[config.mk]
export PLATFORM = sky130hd
export DESIGN_NAME = csl_top
export DESIGN_NICKNAME = d
export VERILOG_FILES = /design/src/rtl/csl_pkg.sv /design/src/rtl/csl_top.sv
export VERILOG_INCLUDE_DIRS = /design/src /design/src/rtl
export SDC_FILE = /design/constraint.sdc
export NUM_CORES = 1
export LEC_CHECK = 0
export BUFFER_PORTS_ARGS = -buffer_cell sky130_fd_sc_hd__buf_2
export CORE_MARGIN = 2
export CORE_UTILIZATION = 33
export DETAILED_ROUTE_END_ITERATION = 8
export MAX_ROUTING_LAYER = met4
export PLACE_DENSITY_LB_ADDON = 0.15
export SLEW_MARGIN = 25
export SYNTH_ARGS = -nofsm -noshare
export SYNTH_HDL_FRONTEND = slang
export SYNTH_SLANG_ARGS = --single-unit
[constraint.sdc]
create_clock -name clk_sys -period 2.1 [get_ports clk_sys]
set_input_delay 0.42 -clock clk_sys [delete_from_list [all_inputs] [get_ports clk_sys]]
set_output_delay 0.42 -clock clk_sys [all_outputs]
set_load 0.01 [all_outputs]
[src/rtl/csl_defs.svh]
// Purpose: offsets, field positions, reset values and timing counts of the state supervisor
// Assumes: apb byte addresses, 32-bit data, 250 MHz system clock
// Notes:   flash pattern lengths are counted in timebase ticks
`ifndef CSL_DEFS_SVH
`define CSL_DEFS_SVH

`define CSL_REG_CTRL        12'h000
`define CSL_REG_CMD         12'h004
`define CSL_REG_STATUS      12'h008
`define CSL_REG_FAULT_A     12'h00C
`define CSL_REG_FAULT_B     12'h010

`define CSL_CTRL_UPD        0
`define CSL_CTRL_DFLT       1
`define CSL_CTRL_RST        2'h1

`define CSL_CMD_RUN         0
`define CSL_CMD_STOP        1
`define CSL_CMD_RESET       2
`define CSL_CMD_DNLD        3

`define CSL_CLK_NS          4
`define CSL_TICK_NS         50000000
`define CSL_REG_ON          5'h04
`define CSL_REG_PER         5'h08
`define CSL_SGL_ON          5'h04
`define CSL_SGL_PER         5'h18
`define CSL_FAST_ON         5'h01
`define CSL_FAST_PER        5'h02

`endif

[src/rtl/csl_pkg.sv]
// Purpose: types shared by the state supervisor and its bench
// Assumes: nothing beyond the defs header
// Notes:   state codes follow declaration order from 0; status shows them as a 3-bit value
package csl_pkg;
    typedef enum logic [2:0] {
        ST_EMPTY,
        ST_EMPTY_SYSERR,
        ST_RUNNING,
        ST_STOP_ENTRY,
        ST_STOPPED,
        ST_HALT
    } csl_state_type;
endpackage : csl_pkg

[src/rtl/csl_top.sv]
// Purpose: controller state supervisor with led patterns, stop-state i/o and can master gating
// Assumes: all inputs synchronous to clk_sys; apb slave with one wait-free access phase
// Notes:   indicator, image and can controls are all registered
// Contract
// - no application: empty, run off, err single-flash
// - system error: empty, err fast-flash, reload clears
// - running: run on, err and io off
// - breakpoint: suspend tasks, run single-flash
// - external error or fault word: io on
// - stopped: run regular-flash, err io off
// - stopped with external error: io on
// - application error: halt, run flash, err on
// - boot copy differs: err single-flash
// - communication services stay active while stopped
// - stop entry applies stop behaviour plus forcing
// - update enabled: keep sampling inputs when stopped
// - stopped: task processing never runs
// - update enabled: keep writing forced stop image
// - update enabled: can master stays fully active
// - update enabled: tpdos carry last or defaults
// - update disabled: apply outputs, then freeze inputs
// - update disabled: physical outputs hold stop values
// - update disabled: can master traffic stops
// - tpdos loaded before stopping; sent once only with update disabled
// - halt left only by reset, download or system error
`timescale 1ns/1ps
`include "csl_defs.svh"

module csl_top #(
    parameter int          W        = 16,
    parameter int unsigned TICK_CYC = `CSL_TICK_NS / `CSL_CLK_NS
) (
    input  wire logic          clk_sys,
    input  wire logic          nrst,
    input  wire logic [11:0]   paddr,
    input  wire logic          psel,
    input  wire logic          penable,
    input  wire logic          pwrite,
    input  wire logic [31:0]   pwdata,
    input  wire logic [3:0]    pstrb,
    output logic      [31:0]   prdata,
    output logic               pready,
    output logic               pslverr,
    input  wire logic          app_present,
    input  wire logic          sys_error_evt,
    input  wire logic          app_error_evt,
    input  wire logic          ext_io_error,
    input  wire logic          breakpoint_active,
    input  wire logic          boot_differs,
    input  wire logic [31:0]   system_fault_word_a,
    input  wire logic [31:0]   system_fault_word_b,
    input  wire logic [W-1:0]  phys_in,
    input  wire logic [W-1:0]  out_img,
    input  wire logic [W-1:0]  out_dflt,
    input  wire logic [W-1:0]  force_mask,
    input  wire logic [W-1:0]  force_val,
    output logic      [W-1:0]  in_img,
    output logic      [W-1:0]  phys_out,
    output logic               led_run,
    output logic               led_err,
    output logic               led_io,
    output logic               task_en,
    output logic               can_active,
    output logic               tpdo_load,
    output logic               tpdo_dflt,
    output logic               tpdo_send
);

    csl_pkg::csl_state_type state_q;
    csl_pkg::csl_state_type state_d;

    logic [1:0]     ctrl_q;
    logic           boot_seen_q;
    logic [31:0]    prdata_q;
    logic           pready_q;
    logic           pslverr_q;
    logic [31:0]    tick_cnt_q;
    logic [4:0]     phase_q;
    logic [W-1:0]   in_img_q;
    logic [W-1:0]   phys_out_q;
    logic [W-1:0]   stop_val_q;
    logic           led_run_q;
    logic           led_err_q;
    logic           led_io_q;
    logic           task_en_q;
    logic           can_active_q;
    logic           tpdo_load_q;
    logic           tpdo_dflt_q;
    logic           tpdo_send_q;

    // apb decode; remote commands are served in every state
    wire            setup_w    = psel & ~penable;
    wire            wr_w       = psel & penable & pwrite & pready_q;
    wire            sel_ctrl   = paddr == `CSL_REG_CTRL;
    wire            sel_cmd    = paddr == `CSL_REG_CMD;
    wire            sel_stat   = paddr == `CSL_REG_STATUS;
    wire            sel_fa     = paddr == `CSL_REG_FAULT_A;
    wire            sel_fb     = paddr == `CSL_REG_FAULT_B;
    wire            mapped_w   = sel_ctrl | sel_cmd | sel_stat | sel_fa | sel_fb;
    wire            wr_ctrl_w  = wr_w & sel_ctrl & pstrb[0];
    wire            wr_cmd_w   = wr_w & sel_cmd & pstrb[0];
    wire            cmd_run    = wr_cmd_w & pwdata[`CSL_CMD_RUN];
    wire            cmd_stop   = wr_cmd_w & pwdata[`CSL_CMD_STOP];
    wire            cmd_reset  = wr_cmd_w & pwdata[`CSL_CMD_RESET];
    wire            cmd_dnld   = wr_cmd_w & pwdata[`CSL_CMD_DNLD];
    wire            upd_w      = ctrl_q[`CSL_CTRL_UPD];
    wire            dflt_w     = ctrl_q[`CSL_CTRL_DFLT];

    wire [31:0]     status_w   = {24'h00_0000, boot_differs, ext_io_error, led_io_q,
                                  led_err_q, led_run_q, 3'(state_q)};
    wire [31:0]     rd_mux_w   = sel_ctrl ? {30'h0000_0000, ctrl_q} :
                                 sel_stat ? status_w :
                                 sel_fa   ? system_fault_word_a :
                                 sel_fb   ? system_fault_word_b : 32'h0000_0000;

    always_ff @(posedge clk_sys or negedge nrst) begin
        if (!nrst) begin
            ctrl_q    <= `CSL_CTRL_RST;
            prdata_q  <= 32'h0000_0000;
            pready_q  <= 1'b0;
            pslverr_q <= 1'b0;
        end else begin
            if (wr_ctrl_w)
                ctrl_q <= pwdata[1:0];
            if (setup_w)
                prdata_q <= rd_mux_w;
            pready_q  <= setup_w;
            pslverr_q <= setup_w & ~mapped_w;
        end
    end

    // one prescaled tick feeds every flash pattern, so they stay in phase
    wire            tick_w     = tick_cnt_q == 32'(TICK_CYC - 1);
    wire            phase_end  = phase_q == `CSL_SGL_PER - 5'h01;
    wire            reg_fl     = (phase_q % `CSL_REG_PER) < `CSL_REG_ON;
    wire            sgl_fl     = phase_q < `CSL_SGL_ON;
    wire            fast_fl    = (phase_q % `CSL_FAST_PER) < `CSL_FAST_ON;

    always_ff @(posedge clk_sys or negedge nrst) begin
        if (!nrst) begin
            tick_cnt_q <= 32'h0000_0000;
            phase_q    <= 5'h00;
        end else begin
            tick_cnt_q <= tick_w ? 32'h0000_0000 : tick_cnt_q + 32'h0000_0001;
            if (tick_w)
                phase_q <= phase_end ? 5'h00 : phase_q + 5'h01;
        end
    end

    // state sequencing; a system error outranks everything else
    always_comb begin
        state_d = state_q;
        case (state_q)
            csl_pkg::ST_EMPTY: begin
                // a present application is taken up once after power-on
                if ((app_present && !boot_seen_q) || cmd_dnld)
                    state_d = csl_pkg::ST_STOP_ENTRY;
            end
            csl_pkg::ST_EMPTY_SYSERR: begin
                if (cmd_dnld)
                    state_d = csl_pkg::ST_STOP_ENTRY;
            end
            csl_pkg::ST_RUNNING: begin
                if (app_error_evt)
                    state_d = csl_pkg::ST_HALT;
                else if (cmd_stop || cmd_dnld)
                    state_d = csl_pkg::ST_STOP_ENTRY;
            end
            csl_pkg::ST_STOP_ENTRY: begin
                state_d = csl_pkg::ST_STOPPED;
            end
            csl_pkg::ST_STOPPED: begin
                if (cmd_dnld)
                    state_d = csl_pkg::ST_STOP_ENTRY;
                else if (cmd_run)
                    state_d = csl_pkg::ST_RUNNING;
            end
            csl_pkg::ST_HALT: begin
                if (cmd_reset || cmd_dnld)
                    state_d = csl_pkg::ST_STOP_ENTRY;
            end
            default: state_d = csl_pkg::ST_EMPTY;
        endcase
        if (sys_error_evt)
            state_d = csl_pkg::ST_EMPTY_SYSERR;
    end

    always_ff @(posedge clk_sys or negedge nrst) begin
        if (!nrst) begin
            state_q     <= csl_pkg::ST_EMPTY;
            boot_seen_q <= 1'b0;
        end else begin
            state_q     <= state_d;
            boot_seen_q <= 1'b1;
        end
    end

    wire            is_run     = state_q == csl_pkg::ST_RUNNING;
    wire            is_entry   = state_q == csl_pkg::ST_STOP_ENTRY;
    wire            is_stop    = state_q == csl_pkg::ST_STOPPED;
    wire            is_halt    = state_q == csl_pkg::ST_HALT;
    wire            has_app    = is_run | is_entry | is_stop;
    wire            io_fault   = ext_io_error | (|system_fault_word_a) | (|system_fault_word_b);

    // indicator selection
    wire            run_led_w  = is_run ? (breakpoint_active ? sgl_fl : 1'b1) :
                                 (is_entry | is_stop | is_halt) ? reg_fl : 1'b0;
    wire            err_led_w  = (state_q == csl_pkg::ST_EMPTY)        ? sgl_fl :
                                 (state_q == csl_pkg::ST_EMPTY_SYSERR) ? fast_fl :
                                 is_halt                               ? 1'b1 :
                                 (has_app & boot_differs)              ? sgl_fl :
                                 1'b0;
    // halt leaves the io indicator free; it keeps showing faults there
    wire            io_led_w   = (has_app | is_halt) & io_fault;

    // stopped never runs tasks; a breakpoint suspends them while running
    wire            task_w     = is_run & ~breakpoint_active;
    // sampling goes on through the apply cycle and stops after it when not updating
    wire            sample_w   = is_run | is_entry | (is_stop & upd_w);
    wire            can_w      = is_run | is_entry | (is_stop & upd_w);

    wire [W-1:0]    stop_src   = dflt_w ? out_dflt : phys_out_q;
    wire [W-1:0]    run_out    = (out_img & ~force_mask) | (force_val & force_mask);
    wire [W-1:0]    entry_out  = (stop_src & ~force_mask) | (force_val & force_mask);
    wire [W-1:0]    upd_out    = (stop_val_q & ~force_mask) | (force_val & force_mask);
    // without update the remote image may change but the pins stay put
    wire [W-1:0]    phys_d     = is_run   ? run_out :
                                 is_entry ? entry_out :
                                 (is_stop & upd_w) ? upd_out :
                                 (is_stop | is_halt) ? phys_out_q :
                                 {W{1'b0}};

    always_ff @(posedge clk_sys or negedge nrst) begin
        if (!nrst) begin
            in_img_q   <= {W{1'b0}};
            phys_out_q <= {W{1'b0}};
            stop_val_q <= {W{1'b0}};
        end else begin
            if (sample_w)
                in_img_q <= phys_in;
            phys_out_q <= phys_d;
            if (is_entry)
                stop_val_q <= stop_src;
        end
    end

    always_ff @(posedge clk_sys or negedge nrst) begin
        if (!nrst) begin
            led_run_q    <= 1'b0;
            led_err_q    <= 1'b0;
            led_io_q     <= 1'b0;
            task_en_q    <= 1'b0;
            can_active_q <= 1'b0;
            tpdo_load_q  <= 1'b0;
            tpdo_dflt_q  <= 1'b0;
            tpdo_send_q  <= 1'b0;
        end else begin
            led_run_q    <= run_led_w;
            led_err_q    <= err_led_w;
            led_io_q     <= io_led_w;
            task_en_q    <= task_w;
            can_active_q <= can_w;
            // tpdos take current or default values on entry; defaults persist
            tpdo_load_q  <= is_entry;
            tpdo_dflt_q  <= (is_entry | is_stop) & dflt_w;
            // the single send happens only when the master is about to go quiet
            tpdo_send_q  <= is_entry & ~upd_w;
        end
    end

    assign prdata     = prdata_q;
    assign pready     = pready_q;
    assign pslverr    = pslverr_q;
    assign in_img     = in_img_q;
    assign phys_out   = phys_out_q;
    assign led_run    = led_run_q;
    assign led_err    = led_err_q;
    assign led_io     = led_io_q;
    assign task_en    = task_en_q;
    assign can_active = can_active_q;
    assign tpdo_load  = tpdo_load_q;
    assign tpdo_dflt  = tpdo_dflt_q;
    assign tpdo_send  = tpdo_send_q;
endmodule : csl_top

==> results.md, run 1 <==
- Residual DRC: 0
- TritonRoute pass-1 iters: 5
- Post-DP HPWL: 13,800 um
- CP Launch Type: register
- Leak: 4.23 nW
- Placed cell count: 1,130
- First-pass GRT wire length: 29,100 um
- Final setup margin: 0.158 ns
- Ys flop type: dfrtp_1
- DR iter-0 viols: 329
- Worst path required time: 2.39 ns
- Dpl cell area: 8170 um^2
- Slew @ Worst Pin: 0.539 ns
- CTS tree: done
- Detailed Route WL: 18,700 um
- Fin crit share: 0.925
- Synth top area cells: dfrtp_1, nand2_1, mux2_2, o21ai_0, a22oi_1
- Worst hold margin: 0.234 ns
- Clk sinks: 133
- Routed len/inst: 16.1 um
- Die Ht: 143 um
- Gr busiest metal: met2
- H-tree lvl count: 4
- Fin Setup TNS: 0 ns
- Core Area: 18,900 um^2
- FMAX: 515 MHz
- Die width: 143 um
- Most frequent cells in the layout: buf_2, dfrtp_1, nand2_1
- Critical path arrival: 2.24 ns
- Number of I/O pins: 277
- R2R Setup Slk: 0.16 ns
- Initial antenna violation count: 0
- Yosys warnings: 0
- CTS clk-pin slew, worst paths: 0.06 ns
- Synth cell types: 54
- Final core occ: 0.468
- Post-synth top area share: 0.516
- Async S/R FF share, synth: 1.00
- Reg2Reg Depth: 5
- Most common cell after layout, fill and taps aside: buf_2
- Synthesized area: 6410 um^2
- Post-CTS setup buffer count: 0
- Clock buffer depth: 2
- Placement Setup Slack: 0.00201 ns
- GR Overflow Total: 0
- GPL Wtd Cong: 0.801
- Synth Register Bits: 133
- Met3 global-route usage: 0.0430
- GR Util met2: 0.305
- Post-synth EDFFs: 0
- Headroom to the max-slew limit: 0.641
- Share of layout cells above drive strength 1: 0.380
- Worst VDD drop: 732 uV
- Final hold vios: 0
- Setup Crit Path Kind: register to register
- Crit path time final: 1.94 ns
- Leading area contributor after synthesis: dfrtp_1
- Post-route ant nets: 0
- RSZ-0062 raised after global routing: false
- Non-Filler Instances: 1,163
- CP Max Fanout: 3
- Via Count: 5,695
- Post-Syn Instances: 626
- Full die area: 20,500 um^2
- Initial Util: 0.339
- Worst skew pair latency: 0.41 ns
- CTS root buffer: clkbuf_16
- Mean area per synthesized cell: 10.2 um^2
- Power Dens Cells: 992 nW/um^2
- Design Power: 8.78 mW
- Nets: 1,095
- Mapped Nets: 831
- Worst Hold Class: input pin to register
- CTS Buf Count: 17
- Gr usage total: 0.187
- Post-synthesis sequential area ratio: 0.520
- Outcome: finished, final reports clean
- Hold Crit Depth: 2
- Port buffer count: 245
- Layout Skew: 0.00679 ns
- Vias in the first global route: 5,566
- Final setup violation count: 0
- Crit end category: register
- Largest net degree at the start of global routing: 44
- Site row count: 50
- Number of diodes: 0
- Max Slew Vio Count: 0
- Via density per instance: 4.90
- Area Growth Syn to Fin: 38.1%
- Max Cap Viol: 0
- Fin area: 8850 um^2
- Grt met1 use: 0.235
-- layer usage --
layer | vias to the layer above | part of all wire
met5 | - | 0
met4 | 0 | 0.012
met3 | 16 | 0.065
met2 | 174 | 0.48
met1 | 2709 | 0.44
li1 | 2796 | -
-- power by group --
group / switching (mW) / internal (mW)
logic: 1.26 / 0.992
registers: 0.204 / 3.00
clock network: 1.13 / 2.20
-- cell families after synthesis --
kind of cell | after synthesis | synth area share
flops | 133 | 0.520
other cells | 1 | 0.000585
simple gates | 240 | 0.195
mux | 40 | 0.0670
buf+inv | 45 | 0.0303
fa+ha+maj | 2 | 0.00390
xor+xnor | 31 | 0.0424
compound gates | 134 | 0.142
-- cell usage after synthesis (all sizes together) (10+ instances only) --
cell type and count:
xnor2 11, nor4 23, mux2 23, nand2 78
nand4 14, nor2 37, buf 16, o21ai 48
xor2 20, nor2b 21, inv 11, dfrtp 132
a211oi 18, o31ai 19, nand3 13, a22oi 24
nor3 10, mux2i 17, clkbuf 18, and2 17
-- registers in the layout, indices dropped and copies added (netlist names), 2 cells and up --
| name | flops |
|---|---|
| ctrl_q | 2 |
| in_img | 16 |
| phase_q | 5 |
| phys_out | 16 |
| prdata | 32 |
| state_q | 3 |
| stop_val_q | 16 |
| tick_cnt_q | 32 |
-- worst paths after layout --
path	startpoint	to
min in group asynchronous	nrst	in_img[13]
hold reg to reg	tick_cnt_q[31]	tick_cnt_q[31]
hold / removal	phys_in[7]	in_img[7]
setup reg to reg	state_q[2]	state_q[1]
setup / recovery	state_q[2]	state_q[1]
max in group asynchronous	nrst	tpdo_load
-- layout make-up --
| class | instances | area (um^2) |
|---|---|---|
| Clock buffer | 20 | 467 |
| Clock inverter | 12 | 199 |
| Fill cell | 1881 | 10000 |
| Inverter | 11 | 41.3 |
| Multi-Input combinational cell | 448 | 2910 |
| Sequential cell | 133 | 3330 |
| Tap cell | 260 | 325 |
| Timing Repair Buffer | 279 | 1580 |
-- worst max-delay path, stage by stage (launching register included) --
cell,delay (ns)
dfrtp_1,0.38
or4b_4,0.57
a41oi_2,0.16
nor3_1,0.09
a211oi_2,0.29
mux2_1,0.34
-- timing repair --
| item | in CTS | in global routing |
|---|---|---|
| hold buffers | 1 | 0 |
| resized for setup | 0 | 2 |
| endpoints found under the setup margin | 0 | 7 |
| hold endpoints to repair | 39 | 0 |
(Power assumes the default switching activity.)
==> run 2: changes to the inputs <==
--- a/config.mk
+++ b/config.mk
@@ -11,7 +11,8 @@
 export CORE_UTILIZATION = 33
 export DETAILED_ROUTE_END_ITERATION = 8
 export MAX_ROUTING_LAYER = met4
-export PLACE_DENSITY_LB_ADDON = 0.15
+export PLACE_DENSITY_LB_ADDON = 0.2
+export RECOVER_POWER = 25
 export SLEW_MARGIN = 25
 export SYNTH_ARGS = -nofsm -noshare
 export SYNTH_HDL_FRONTEND = slang
==> constraint.sdc (replaced) <==
create_clock -name clk_sys -period 2.05 [get_ports clk_sys]
set_input_delay 0.41 -clock clk_sys [delete_from_list [all_inputs] [get_ports clk_sys]]
set_output_delay 0.41 -clock clk_sys [all_outputs]
set_load 0.01 [all_outputs]
==> results.md, run 2 (synthesis results as in run 1) <==
- Outcome: finished, final reports clean
- Top delay family on crit path: simple AND/OR/NAND/NOR gates
- Area Growth Syn to Fin: 36.4%
- Max Slew Vio Count: 0 (unchanged)
- CTS Buf Count: 17 (unchanged)
- Post-DP HPWL: 13,700 um (-0.34%)
- Die width: 143 um (unchanged)
- Core Area: 18,900 um^2 (unchanged)
- Share of layout cells above drive strength 1: 0.377 (-0.00318)
- CTS clk-pin slew, worst paths: 0.06 ns (about the same)
- DR iter-0 viols: 339 (+3.0%)
- Final setup margin: 0.114 ns (-0.0432 ns)
- Largest stage delay on the critical path: 0.56 ns (about the same)
- GR Overflow Total: 0 (unchanged)
- CTS root buffer: clkbuf_16
- Nets: 1,092 (-0.27%)
- TritonRoute pass-1 iters: 4 (-1)
- Worst Hold Class: input pin to register
- Fin Setup TNS: 0 ns (unchanged)
- Via density per instance: 4.89 (-0.11%)
- Initial antenna violation count: 0 (unchanged)
- Largest net degree at the start of global routing: 67 (+52%)
- CTS tree: done
- FMAX: 517 MHz (+0.35%)
- Worst skew pair latency: 0.42 ns (about the same)
- Final setup violation count: 0 (unchanged)
- Crit-path cells: or4b_4 > a41oi_2 > nor3_1 > a211oi_2 > mux2_1
- Reg2Reg Depth: 5 (unchanged)
- Worst VDD drop: 635 uV (-13%)
- Fill cell count: 1,845 (-1.9%)
- Crit path time final: 1.94 ns (-0.00677 ns)
- Headroom to the max-slew limit: 0.0509 (-0.590)
- CP Launch Type: register
- RSZ-0062 raised after global routing: false
- Die Ht: 143 um (unchanged)
- Hold Crit Depth: 2 (unchanged)
- CP max-delay cell: or4b_4
- Layout Skew: 0.0105 ns (+0.00373 ns)
- H-tree lvl count: 4 (unchanged)
- WP buf/inv: 0 (unchanged)
- Setup Crit Path Kind: register to register
- First-pass GRT wire length: 29,000 um (-0.26%)
- Clk sinks: 133 (unchanged)
- Crit end category: register
- Fin crit share: 0.944 (+0.0193)
- Vias in the first global route: 5,709 (+2.6%)
- Final hold vios: 0 (unchanged)
- Initial Util: 0.339 (unchanged)
- Residual DRC: 0 (unchanged)
- Max Cap Viol: 0 (unchanged)
- Detailed Route WL: 18,500 um (-1.3%)
- Most frequent cells in the layout: buf_2, dfrtp_1, nand2_1
- Critical path depth: 5 (unchanged)
- Worst path required time: 2.34 ns (-0.05 ns)
- Most common cell after layout, fill and taps aside: buf_2
- Slew @ Worst Pin: 1.42 ns (+0.885 ns)
- Placement Setup Slack: 0.0151 ns (+0.0131 ns)
- Post-route ant nets: 0 (unchanged)
- Number of I/O pins: 277 (unchanged)
- CP Max Fanout: 3 (unchanged)
- Placed cell count: 1,127 (-0.27%)
- Routed len/inst: 15.9 um (-1.1%)
- Site row count: 50 (unchanged)
- GPL Wtd Cong: 0.819 (+2.3%)
- Gr usage total: 0.187 (about the same)
- Dpl cell area: 8150 um^2 (-0.28%)
- Fin area: 8740 um^2 (-1.2%)
- Power Dens Cells: 996 nW/um^2 (+0.35%)
- Leak: 4.17 nW (-1.4%)
- Clock buffer depth: 2 (unchanged)
- Critical path arrival: 2.23 ns (about the same)
- Via Count: 5,679 (-0.28%)
- Non-Filler Instances: 1,161 (-0.17%)
- Port buffer count: 245 (unchanged)
- Full die area: 20,500 um^2 (unchanged)
==> run 2: changes by cell type in the layout (fill, tap and decap cells not counted) <==
cell | previous run | this run
buf_4 | 26 | 23
clkbuf_8 | 3 | 0
clkinvlp_4 | 1 | 4
bufinv_16 | 5 | 3
clkbuf_2 | 0 | 2
inv_6 | 1 | 3
buf_12 | 7 | 6
buf_6 | 1 | 0
diode_2 | 0 | 1
nor3_1 | 9 | 10
nor3_2 | 1 | 0
==> run 2: timing repair <==
action,in CTS,in global routing
setup endpoints to repair,0,16
hold endpoints to repair,43,0
gates resized for setup,0,1
hold buffers,1,0
setup buffers,0,0
==> run 2: per-layer routing <==
metal  vias to the layer above  routed length, um  GRT usage
met5                         -                  0          -
met1                      2683               8330      0.237
met3                        20               1170     0.0493
li1                       2803                  -          -
met4                         0                242     0.0619
met2                       173               8760      0.294
==> run 2: path summary, 6_finish.rpt <==
check	slack, ns	endpoint	from
worst min-delay path	0.22	in_img[6]	phys_in[6]
worst max register to register	0.11	state_q[1]	state_q[2]
min in group asynchronous	0.84	in_img[6]	nrst
worst min register to register	0.47	tick_cnt_q[31]	tick_cnt_q[31]
max in group asynchronous	0.28	tick_cnt_q[19]	nrst
worst max-delay path	0.11	state_q[1]	state_q[2]
==> run 2: final cells by class <==
| cell class | count | area, um^2 | area share |
|---|---|---|---|
| Sequential cell | 133 | 3330 | 0.381 |
| Multi-Input combinational cell | 448 | 2900 | 0.332 |
| Timing Repair Buffer | 276 | 1530 | 0.175 |
| Clock buffer | 17 | 425 | 0.0487 |
| Tap cell | 260 | 325 | 0.0372 |
| Clock inverter | 15 | 179 | 0.0205 |
| Inverter | 11 | 41.3 | 0.00472 |
| Antenna cell | 1 | 2.50 | 0.000286 |
==> run 2: power by group <==
part | leakage (nW) | internal (mW) | total (mW) | switching [mW]
Combinational | 2.12 | 1.00 | 2.28 | 1.28
Sequential | 1.77 | 3.07 | 3.28 | 0.213
Clock | 0.286 | 1.92 | 3.14 | 1.22
==> run 2: worst reg2reg max path: cells and delay by family, from the launching register on <==
kind             cells  cell delay [ns]
flip-flops           1             0.37
AND/OR/NAND/NOR      2             0.65
AO/OA/AOI/OAI        2             0.45
multiplexers         1             0.35
==> run 2: metrics by stage <==
| stage | utilization | power (mW) | hold WS (ns) |
|---|---|---|---|
| 5_1_grt | 0.463 | 9.22 | 0.197 |
| 3_5_place_dp | 0.431 | 5.66 | 0.406 |
| 3_3_place_gp | 0.431 | 5.63 | 0.406 |
| 4_1_cts | 0.464 | 8.85 | 0.196 |
| 6_report | 0.463 | 8.70 | 0.218 |
| 2_1_floorplan | - | 4.59 | 0.114 |
==> run 3: changes to the inputs <==
--- a/config.mk
+++ b/config.mk
@@ -8,7 +8,7 @@
 export LEC_CHECK = 0
 export BUFFER_PORTS_ARGS = -buffer_cell sky130_fd_sc_hd__buf_2
 export CORE_MARGIN = 2
-export CORE_UTILIZATION = 33
+export CORE_UTILIZATION = 25
 export DETAILED_ROUTE_END_ITERATION = 8
 export MAX_ROUTING_LAYER = met4
 export PLACE_DENSITY_LB_ADDON = 0.2
==> constraint.sdc (replaced) <==
create_clock -name clk_sys -period 2.3 [get_ports clk_sys]
set_input_delay 0.46 -clock clk_sys [delete_from_list [all_inputs] [get_ports clk_sys]]
set_output_delay 0.46 -clock clk_sys [all_outputs]
set_load 0.01 [all_outputs]
==> results.md, run 3 (synthesis results as in run 1) <==
- Outcome: finished, final reports clean
- Final setup violation count: 0 (unchanged)
- Die Ht: 164 um (+14%)
- DR iter-0 viols: 403 (+19%)
- Max Cap Viol: 0 (unchanged)
- Post-CTS setup buffer count: 0 (unchanged)
- Worst skew pair latency: 0.42 ns (about the same)
- Crit path time final: 2.05 ns (+0.110 ns)
- Core Area: 25,200 um^2 (+33%)
- Worst path required time: 2.60 ns (+0.26 ns)
- Site row count: 58 (+16%)
- Largest net degree at the start of global routing: 67 (unchanged)
- Routed len/inst: 15.9 um (-0.37%)
- Most frequent cells in the layout: buf_2, dfrtp_1, nand2_1
- Crit end category: register
- Clk sinks: 133 (unchanged)
- CTS root buffer: clkbuf_16
- Setup Crit Path Kind: register to register
- Number of diodes: 0 (-1)
- Nets: 1,093 (+0.092%)
- FMAX: 489 MHz (-5.4%)
- GPL Wtd Cong: 0.769 (-6.2%)
- RSZ-0062 raised after global routing: false
- Fill cell count: 2,573 (+39%)
- Number of I/O pins: 277 (unchanged)
- Hold_sp: breakpoint_active
- Power Dens Cells: 895 nW/um^2 (-10%)
- Design Power: 7.93 mW (-8.9%)
- Dpl cell area: 8240 um^2 (+1.2%)
- GR Util met2: 0.232 (-0.0617)
- Initial Util: 0.254 (-0.0847)
- CP Launch Type: register
- Gr usage total: 0.149 (-0.0380)
- CTS tree: done
- Fin Setup TNS: 0 ns (unchanged)
- Post-DP HPWL: 14,700 um (+7.2%)
- Fin crit share: 0.890 (-0.0546)
- Via Count: 5,695 (+0.28%)
- Slew @ Worst Pin: 1.39 ns (-0.0344 ns)
- Post-route ant nets: 0 (unchanged)
- Grt met1 use: 0.196 (-0.0413)
- TritonRoute pass-1 iters: 5 (+1)
- Residual DRC: 0 (unchanged)
- CTS Buf Count: 17 (unchanged)
- Area Growth Syn to Fin: 38.3%
- Leak: 4.20 nW (+0.71%)
- Initial antenna violation count: 0 (unchanged)
- Detailed Route WL: 19,500 um (+5.6%)
- Reg2Reg Depth: 6 (+1)
- Via density per instance: 4.63 (-5.4%)
- Worst Hold Class: input pin to register
- Register area: 3330 um^2 (unchanged)
- Die width: 164 um (+14%)
- GR Overflow Total: 0 (unchanged)
- Met3 global-route usage: 0.0341 (-0.0152)
- Worst r2r dst: phase_q[3]
- Fin area: 8860 um^2 (+1.4%)
- CTS clk-pin slew, worst paths: 0.07 ns (about the same)
- CP Max Fanout: 15 (+12)
- Final hold vios: 0 (unchanged)
- Most common cell after layout, fill and taps aside: buf_2
- Worst VDD drop: 600 uV (-5.5%)
- Gr busiest metal: met2
- Full die area: 26,900 um^2 (+31%)
- Hold Crit Depth: 2 (unchanged)
- First-pass GRT wire length: 30,300 um (+4.6%)
- H-tree lvl count: 4 (unchanged)
- Critical path arrival: 2.34 ns (+0.11 ns)
- Hold Path Sink: task_en
- R2R Setup Slk: 0.25 ns (+0.14 ns)
- Reg-to-Reg Start: tick_cnt_q[27]
- Vias in the first global route: 5,582 (-2.2%)
- Area occupied by multi-input gates: 2900 um^2 (unchanged)
- Clock buffer depth: 2 (unchanged)
- Layout Skew: 0.0123 ns (+0.00174 ns)
- Share of layout cells above drive strength 1: 0.376 (-0.000418)
- Headroom to the max-slew limit: 0.0738 (+0.0229)
- Max Slew Vio Count: 0 (unchanged)
- Port buffer count: 245 (unchanged)
- Worst hold margin: 0.239 ns (+0.0217 ns)
-- run 3: how the worst max path moves through the flow --
stage / from / end / cells after the start / slack, ns
after floorplan: state_q[0] / state_q[1] / 6 / 0.36
after global routing: tick_cnt_q[27] / phase_q[4] / 6 / 0.08
final: tick_cnt_q[27] / phase_q[3] / 6 / 0.25
after detailed placement: paddr[9] / state_q[1] / 6 / 0.19
after global placement: paddr[9] / state_q[1] / 6 / 0.20
after CTS: tick_cnt_q[27] / phase_q[3] / 6 / 0.25
-- run 3: repair_timing --
action                                  4_1_cts  5_1_grt
endpoints found under the hold margin         0        2
gates resized for setup                       0        0
endpoints found under the setup margin        0        0
hold buffers                                  0        1
-- run 3: cell type report --
type	instances	area share
clock inverter	15	0.0234
inverter	11	0.00466
clock buffer	17	0.0480
timing repair buffer	277	0.174
multi-input combinational	448	0.328
tap	330	0.0466
sequential	133	0.376
-- run 3: critical path, stage by stage (launching register included) --
cell and delay, ns:
dfrtp_1 0.41, nor4_1 0.38, nand4_1 0.17, nor3_1 0.28, buf_4 0.28, nand4_1 0.12
mux2_2 0.28
-- run 3: routing by layer --
layer / wire length [um] / share of wire / vias to the layer above
met2: 9310 / 0.48 / 164
met4: 257 / 0.013 / 0
li1: - / - / 2807
met3: 1100 / 0.056 / 13
met1: 8880 / 0.45 / 2711
met5: 0 / 0 / -
-- run 3: power by group --
| part | internal [mW] | switching, mW | total, mW |
|---|---|---|---|
| clock network | 1.76 | 1.18 | 2.94 |
| logic | 0.897 | 1.15 | 2.05 |
| registers | 2.74 | 0.206 | 2.94 |
| total | 5.40 | 2.53 | 7.93 |
-- run 3: metrics by stage --
stage	worst slack, ns	util	instances
2_1_floorplan	0.365	-	626
3_3_place_gp	0.202	0.327	1198
3_5_place_dp	0.190	0.327	1198
4_1_cts	0.251	0.352	1230
5_1_grt	0.0833	0.352	1231
6_report	0.254	0.352	1231
